File: src/bmc_pkg.sv
// package: register map, field layout and states of the bus mode register
package bmc_pkg;
    // =========================================================
    // register map
    localparam logic [15:0] BMC_MODE_OFFSET   = 16'hdf40;
    localparam logic [15:0] BMC_STATUS_OFFSET = 16'hdf44;
    localparam logic [7:0]  BMC_MODE_RESET    = 8'h00;
    // =========================================================
    // bus mode register field positions
    localparam int BMC_EXT_BUS_BIT  = 0;
    localparam int BMC_TONE0_BIT    = 1;
    localparam int BMC_TONE1_BIT    = 2;
    localparam int BMC_EMUL_BIT     = 3;
    localparam int BMC_WDOG_BIT     = 4;
    localparam int BMC_ABORT_BIT    = 5;
    localparam int BMC_NMI_BIT      = 6;
    localparam int BMC_ROM_SRC_BIT  = 7;
    // value loaded when the strap rises after reset release
    localparam logic [7:0]  BMC_EMUL_PRESET   = 8'h89;
    // =========================================================
    // status register field positions
    localparam int BMC_ST_ARMED_BIT = 0;
    localparam int BMC_ST_STRAP_BIT = 1;
    localparam int BMC_ST_CLASH_BIT = 2;
    // =========================================================
    // ahb encodings
    localparam logic [1:0]  BMC_HTRANS_NONSEQ = 2'h2;
    localparam logic        BMC_HRESP_OKAY    = 1'h0;
    // =========================================================
    // strap tracking after reset release
    typedef enum logic [1:0] {
        BMC_SAMPLE,
        BMC_ARMED,
        BMC_LOCKED
    } bmc_strap_e;
endpackage

File: src/bmc_bus_mode.sv
// module: bus mode configuration register with strap capture and ahb slave
`timescale 1ns/10ps

// What this block does
// - strap level sets no register bit; it drives the processor-external output inverted, via the synchroniser
// - strap rising after release loads bus, emulation and rom bits
// - strap already high at reset release leaves every register bit zero
// - once locked strap is ignored; software writes reconfigure freely
// - rom-source zero, strap low: internal rom, external processor
// - rom-source zero with strap high: internal processor, internal rom
// - external-bus bit zero: ports are general i/o; one: external bus
// - rom-source bit maps top 8k region internal at zero, external at one
module bmc_bus_mode
    import bmc_pkg::*;
(
    input  wire logic        hclk,
    input  wire logic        hresetn,
    input  wire logic        hsel,
    input  wire logic [31:0] haddr,
    input  wire logic [1:0]  htrans,
    input  wire logic        hwrite,
    input  wire logic [2:0]  hsize,
    input  wire logic [31:0] hwdata,
    input  wire logic        hready,
    output logic      [31:0] hrdata,
    output logic             hreadyout,
    output logic             hresp,
    input  wire logic        emulation_strap_input,
    output logic             ports_external_bus,
    output logic             tone_gen_zero_enable,
    output logic             tone_gen_one_enable,
    output logic             in_circuit_emulation,
    output logic             watchdog_enable,
    output logic             abort_on_port4_pin0,
    output logic             nmi_on_port4_pin0,
    output logic             top_rom_external,
    output logic             processor_external
);
    // =========================================================
    // strap synchroniser
    logic       strap_meta;
    logic       strap_sync;
    logic       strap_prev;
    logic       next_strap_meta;
    logic       next_strap_sync;
    logic       next_strap_prev;
    logic       strap_rise;

    always_comb begin
        next_strap_meta = emulation_strap_input;
        next_strap_sync = strap_meta;
        next_strap_prev = strap_sync;
    end

    // kept out of reset so the strap level is already known at release;
    // a reset value here would fake a rising edge for an early strap
    always_ff @(posedge hclk) begin
        strap_meta <= next_strap_meta;
        strap_sync <= next_strap_sync;
        strap_prev <= next_strap_prev;
    end

    assign strap_rise = strap_sync & ~strap_prev;

    // =========================================================
    // ahb-lite slave: address phase capture, zero-wait data phase
    logic        addr_ok;
    logic        wr_pend;
    logic        wr_mode;
    logic        next_wr_pend;
    logic        next_wr_mode;
    logic        wr_fire;

    assign addr_ok = hsel & hready & (htrans == BMC_HTRANS_NONSEQ);

    always_comb begin
        next_wr_pend = addr_ok & hwrite &
                       (haddr[15:0] == BMC_MODE_OFFSET);
        next_wr_mode = next_wr_pend;
    end

    always_ff @(posedge hclk or negedge hresetn) begin
        if (!hresetn) begin
            wr_pend <= 1'b0;
            wr_mode <= 1'b0;
        end else begin
            wr_pend <= next_wr_pend;
            wr_mode <= next_wr_mode;
        end
    end

    assign wr_fire   = wr_pend & wr_mode;
    assign hreadyout = 1'b1;
    assign hresp     = BMC_HRESP_OKAY;

    // =========================================================
    // bus mode register and strap window
    logic [7:0]  mode;
    logic [7:0]  next_mode;
    bmc_strap_e  strap_st;
    bmc_strap_e  next_strap_st;

    always_comb begin
        next_mode     = mode;
        next_strap_st = strap_st;
        case (strap_st)
            // first edge after release: strap already high means all zero
            BMC_SAMPLE: begin
                if (strap_sync) begin
                    next_strap_st = BMC_LOCKED;
                end else begin
                    next_strap_st = BMC_ARMED;
                end
            end
            BMC_ARMED: begin
                if (strap_rise && !wr_fire) begin
                    next_mode     = BMC_EMUL_PRESET;
                    next_strap_st = BMC_LOCKED;
                end
            end
            BMC_LOCKED: begin
                next_strap_st = BMC_LOCKED;
            end
            default: begin
                next_strap_st = BMC_LOCKED;
            end
        endcase
        // a software write closes the strap window for good
        if (wr_fire) begin
            next_mode     = hwdata[7:0];
            next_strap_st = BMC_LOCKED;
        end
    end

    always_ff @(posedge hclk or negedge hresetn) begin
        if (!hresetn) begin
            mode     <= BMC_MODE_RESET;
            strap_st <= BMC_SAMPLE;
        end else begin
            mode     <= next_mode;
            strap_st <= next_strap_st;
        end
    end

    // =========================================================
    // read data: mode taken from next values so a write just before is seen, status from current values
    logic [31:0] next_hrdata;
    logic [7:0]  status;

    always_comb begin
        status                   = 8'h00;
        status[BMC_ST_ARMED_BIT] = (strap_st != BMC_LOCKED);
        status[BMC_ST_STRAP_BIT] = strap_sync;
        // flags the forbidden double routing on the shared pin
        status[BMC_ST_CLASH_BIT] = mode[BMC_ABORT_BIT] & mode[BMC_NMI_BIT];
        next_hrdata = 32'h0000_0000;
        if (addr_ok && !hwrite) begin
            if (haddr[15:0] == BMC_MODE_OFFSET) begin
                next_hrdata = {24'h00_0000, next_mode};
            end else if (haddr[15:0] == BMC_STATUS_OFFSET) begin
                next_hrdata = {24'h00_0000, status};
            end
        end
    end

    always_ff @(posedge hclk or negedge hresetn) begin
        if (!hresetn) begin
            hrdata <= 32'h0000_0000;
        end else begin
            hrdata <= next_hrdata;
        end
    end

    // =========================================================
    // configuration outputs from the register flops; processor_external from the strap
    assign ports_external_bus   = mode[BMC_EXT_BUS_BIT];
    assign tone_gen_zero_enable = mode[BMC_TONE0_BIT];
    assign tone_gen_one_enable  = mode[BMC_TONE1_BIT];
    assign in_circuit_emulation = mode[BMC_EMUL_BIT];
    assign watchdog_enable      = mode[BMC_WDOG_BIT];
    // both routings may be set; the pin logic must not see both, yet both bits reach it unmasked
    assign abort_on_port4_pin0  = mode[BMC_ABORT_BIT];
    assign nmi_on_port4_pin0    = mode[BMC_NMI_BIT];
    assign top_rom_external     = mode[BMC_ROM_SRC_BIT];
    // strap low keeps the core off the bus for an external master
    assign processor_external   = ~strap_sync;
endmodule // bmc_bus_mode

File: config.mk
export PLATFORM = sky130hd
export DESIGN_NAME = bmc_bus_mode
export DESIGN_NICKNAME = d
export VERILOG_FILES = /design/src/bmc_pkg.sv /design/src/bmc_bus_mode.sv
export SDC_FILE = /design/constraint.sdc
export NUM_CORES = 1
export LEC_CHECK = 0
export ABC_AREA = 1
export BUFFER_PORTS_ARGS = -buffer_cell sky130_fd_sc_hd__buf_2
export CORE_ASPECT_RATIO = 0.75
export CORE_MARGIN = 2
export CORE_UTILIZATION = 36
export DETAILED_ROUTE_END_ITERATION = 8
export MAX_ROUTING_LAYER = met4
export PLACE_DENSITY = 0.84
export RECOVER_POWER = 25
export SYNTH_ARGS = -nofsm -noshare
export SYNTH_HDL_FRONTEND = slang
export SYNTH_SLANG_ARGS = --single-unit
File: constraint.sdc
create_clock -name hclk -period 1.09 [get_ports hclk]
set_input_delay 0.1635 -clock hclk [delete_from_list [all_inputs] [get_ports hclk]]
set_output_delay 0.1635 -clock hclk [all_outputs]
set_load 0.02 [all_outputs]
=== Yosys cells after proc, flatten, opt, wreduce, memory -nomap -nowiden ===
Index checks and enable logic that the tools add are counted.

* Equality and inequality tests: 6
* Mux-type cells: 10
* Bitwise operators: 8
* Reductions and logical operators: 5

{| class="wikitable"
|+ Operator list
! kind !! count
|-
| $mux 8 || 5
|-
| $eq 16x16->1 const B || 2
|-
| $and 1x1->1 || 6
|-
| $mux 2 || 3
|-
| $pmux 2 s2 || 1
|-
| $mux 3 || 1
|-
| $ne 3x3->1 const B || 1
|-
| $eq 2x1->1 const B || 1
|-
| $eq 2x2->1 const B || 1
|-
| $logic_and 1x1->1 || 2
|-
| $logic_not 1->1 || 2
|-
| $logic_not 2->1 || 1
|-
| $ne 2x2->1 const B || 1
|-
| $not 1->1 || 2
|}

* Flip-flop bits (word level): 46
* Output and inout bits: 43
* Word-level logic and storage cells: 36

=== Logic depth before layout (Yosys ltp) ===
* Word-level depth: 8
* Gate-level depth with buffers: 7
* Mapped depth without buffers: 7

=== Worst setup path before layout ===
No wires, ideal clock.

* Path type: reg-to-reg
* Start: register wr_mode
* End: register hrdata[0]
* Data arrival time: 0.828 ns
* Data required time: 0.972 ns
* Slack: 0.144 ns
* Cell stages (with the launch flop): 6
* Buffers on the path: 1
* Cell sequence: dfrtp_1 -> buf_4 -> nor2_1 -> a21oi_2 -> nand3_1 -> nand2_1

* Cells in the longest elaborated chain, start to end: 7

{| class="wikitable"
|+ Ends and longest elaborated chain
! element !! RTL line !! RTL
|-
| start: declaration || bmc_bus_mode.sv:69 || <nowiki>logic wr_mode;</nowiki>
|-
| start signal: assignment || bmc_bus_mode.sv:88 || <nowiki>wr_mode <= next_wr_mode;</nowiki>
|-
| $logic_not 1->1 || bmc_bus_mode.sv:116 || <nowiki>if (strap_rise && !wr_fire) begin</nowiki>
|-
| $logic_and 1x1->1 || bmc_bus_mode.sv:116 ||
|-
| $mux 8 || bmc_bus_mode.sv:116 ||
|-
| $mux 8 || bmc_bus_mode.sv:106 || <nowiki>case (strap_st)</nowiki>
|-
| $mux 8 * || bmc_bus_mode.sv:129 || <nowiki>if (wr_fire) begin</nowiki>
|-
| net next_mode[0] || bmc_bus_mode.sv:99 || <nowiki>logic [7:0] next_mode;</nowiki>
|-
| $mux 8 * || bmc_bus_mode.sv:158 || <nowiki>if (haddr[15:0] == BMC_MODE_OFFSET) begin</nowiki>
|-
| $mux 8 * || bmc_bus_mode.sv:157 || <nowiki>if (addr_ok && !hwrite) begin</nowiki>
|-
| net next_hrdata[0] || bmc_bus_mode.sv:147 || <nowiki>logic [31:0] next_hrdata;</nowiki>
|-
| end signal: assignment || bmc_bus_mode.sv:170 || <nowiki>hrdata <= next_hrdata;</nowiki>
|-
| end: declaration || bmc_bus_mode.sv:25 || <nowiki>output logic [31:0] hrdata,</nowiki>
|}

Mark *: on every way through the listed nets, which the timed path passes. The rest lies on a longest branch.
A chain may end at the register's enable or synchronous reset.

=== Final worst setup path ===
* Start: register wr_mode
* End: register hrdata[2]

Same word-level chain as after synthesis.

==> summary.md <==
The maximum achievable frequency came out at 952 MHz. TritonCTS built the clock tree. Clock-pin slew was measured on the worst setup and hold paths at 0.08 ns. The critical path is of the register to register type. Traced cell by cell, the critical path runs through buf_6 > nor2_2 > nand2_1 > nand2_2 > nand3_2 > nand2_1.

The tools report the leakage dissipation as 0.968 nW. Sort of element at the end of the critical path: a register. The logic depth of the worst path, buffers included is 6.

The synthesized netlist cell count is 150. The worst setup path is launched from a register. After global routing the overflow that remains totals 0. For this run, the detailed router's first-pass iteration total came to 4. The slowest stage of the critical path belongs to the cell dfrtp_2. After layout, the worst setup slack is 0.0401 ns.

At the later pin of the worst-skew pair, clock insertion delay measures 0.26 ns. Across the run, the number of max-cap violations was 0. The shortest clock period the worst path allows after layout is 1.05 ns. The post-route antenna net violation count was 0.

STA puts the critical path data arrival time at 1.25 ns. The delay of the slowest critical-path stage works out to 0.47 ns. The total number of vias is 945, and the width of the die is 72.0 um.

The first global-routing pass estimated 3.57 mm of wire. The total power divided by cell area works out to 1080 nW/um^2. The synthesized netlist contains 20 unique library cells. The via count of the first global-routing pass is 860. In the final layout, flip-flops and latches occupy 538 sq um. The tools report the total negative slack as 0 ns. Yosys printed 0 warnings. Post-synthesis instance area: 1250 sq um. The run finished with clean final reports. The count of port buffers added during placement was 48; the detail-routed via count per cell was 3.87.

The floorplan step defined a die boundary enclosing 3960 sq um. Fill cells in the final layout number 323. Clock skew on the completed layout was measured at 0.00261 ns. The number of placed instances, taps included, is 237. The tools report the starting utilization of the core area as 37.7%. After the last flow step, the layout net total stands at 280. The tightest min-delay check is of the input port to register type.

The final layout contains routed wiring with a total length of 2.26 mm. Counting along the longest clock path gives a buffer depth of 2. The floorplan step defined a core boundary enclosing 3310 sq um. Global routing used 12.4% of the available tracks across all layers. The per-cell routed wire length is 9.27 um, and the portion of the clock cycle consumed by the worst path in the final layout is 96.3%. Entering global routing, the biggest net connects 20 pins. STA puts the critical path data required time at 1.29 ns. The maximum vdd drop was 0.657 mV.

Summing the sequential cell areas from Yosys gives 42.9% of the chip area. Logic depth of the worst register-to-register path: 6. The floorplan has 18 rows. The HPWL after detailed placement is 1.75 mm. The tools report the clock tree root driver cell as clkbuf_8.

The total CTS buffers is 3. The buffering stage count on the worst path with inverters included came out at 1. At the end of routability-driven placement, the weighted congestion stood at 0.747. The post-place setup slack came out at 0.0200 ns. The worst hold path passes through 3 cells. The area used by multi-input combinational logic is 527 sq um. The vertical die dimension is 55.0 um, and the mean area per synthesized cell is 8.32 sq um. Number of pins with negative max-slew slack in the final report: 0.

The CTS H-tree depth was 1. For the final routed DRC violation total, the log shows 0. The number of design-rule violations left by the first detailed-router iteration was 30; the number of synthesized register bits was 22. The finished layout holds 244 standard cells, fillers aside. The maximum fanout along the worst path came out at 6. Setup repair after global routing could not meet its margin everywhere. The number of antenna violations at the first check in global routing came out at 0.

The layout cell share with drive strength beyond 1 was 43.6%. The cell seen most often among critical-path stages was nand2_1. Final hold violation count: 0. The area growth from synthesis to layout came out at 23.2%. The count of boundary I/O pins was 118; the number of diodes was 0. In this run the register-to-register setup slack is 0.04 ns.

The final setup violation count came out at 0. Counting every sink on the clock net gives 22. Family with the most delay on the worst path: flip-flops. The tools report the final standard cell utilization of the core as 46.4%.
-- tightest hold or removal path: stages --
cell and delay, ns:
buf_2 0.07, nand2_1 0.04, nand2_1 0.07
-- worst paths after layout --
kind	end	startpoint
worst max-delay path	hrdata[2]	wr_mode
worst max register to register	hrdata[2]	wr_mode
worst min register to register	next_strap_prev	next_strap_sync
max in group asynchronous	wr_mode	hresetn
worst min-delay path	mode[6]	hwdata[6]
min in group asynchronous	mode[2]	hresetn
-- metal layers --
metal  GRT usage, %  wire length, um
met5              -                0
met4           1.89                0
met3           5.62              183
met2           20.7             1100
met1           14.3              976
-- what timing repair did --
| item | 4_1_cts | 5_1_grt |
|---|---|---|
| hold endpoints to repair | 20 | 0 |
| resized for setup | 1 | 11 |
| pin swaps | 0 | 4 |
| endpoints found under the setup margin | 1 | 6 |
| buffers inserted | 0 | 1 |
| hold buffers | 2 | 0 |
-- power by group --
group          switching, mW  internal (mW)
Clock                  0.250          0.260
Sequential            0.0169          0.840
Combinational          0.202         0.0903
-- cells in the final DEF (no fill, tap or decap), drive strengths merged --
cell type,count
inv,21
dfrtp,19
nand3,7
nand4,2
nand2,39
conb,26
buf,50
o21ai,2
clkbuf,5
nor2,23
dlygate4sd3,2
nor3,1
a21oi,1
clkinv,3
dfxtp,3
-- Yosys cell counts --
| cell type | instances | share of area (%) |
|---|---|---|
| a21oi_2 | 1 | 0.70 |
| buf_4 | 27 | 16 |
| clkinv_1 | 3 | 0.90 |
| conb_1 | 2 | 0.60 |
| dfrtp_1 | 19 | 38 |
| dfxtp_1 | 3 | 4.8 |
| inv_1 | 14 | 4.2 |
| inv_2 | 7 | 2.1 |
| nand2_1 | 32 | 9.6 |
| nand2_2 | 3 | 1.5 |
| nand2_4 | 4 | 3.6 |
| nand3_1 | 7 | 2.8 |
| nand4_1 | 1 | 0.50 |
| nand4_2 | 1 | 1.0 |
| nor2_1 | 11 | 3.3 |
| nor2_2 | 7 | 3.5 |
| nor2_4 | 4 | 3.6 |
| nor2_8 | 1 | 1.6 |
| nor3_1 | 1 | 0.40 |
| o21ai_1 | 2 | 0.80 |
-- final cells by class --
cell class | count | area share, %
multi-input combinational | 101 | 34.3
clock buffer | 4 | 2.93
inverter | 24 | 5.86
timing repair buffer | 53 | 18.6
sequential | 22 | 35.0
tap | 40 | 3.26
-- flip-flops by register name (all words and copies together), names as in the netlist --
signal           count
wr_mode              1
hrdata               8
strap_prev           1
strap_st             2
mode                 8
next_strap_sync      1
next_strap_prev      1
-- metrics by stage --
stage	hold slack, ns	cell area, sq um	total power, mW
6_report	0.127	1540	1.66
5_1_grt	0.127	1540	1.75
4_1_cts	0.129	1510	1.66
3_5_place_dp	0.128	1440	1.16
3_3_place_gp	0.122	1440	1.15
2_1_floorplan	-0.132	1340	1.12
-- kinds of logic after synthesis --
| kind of cell | after synthesis | share of synthesized area (%) |
|---|---|---|
| buf+inv | 51 | 23.5 |
| compound gates | 3 | 1.50 |
| flops | 22 | 42.9 |
| other cells | 2 | 0.602 |
| simple gates | 72 | 31.5 |
No activity file was read; power rests on OpenSTA's default activity.
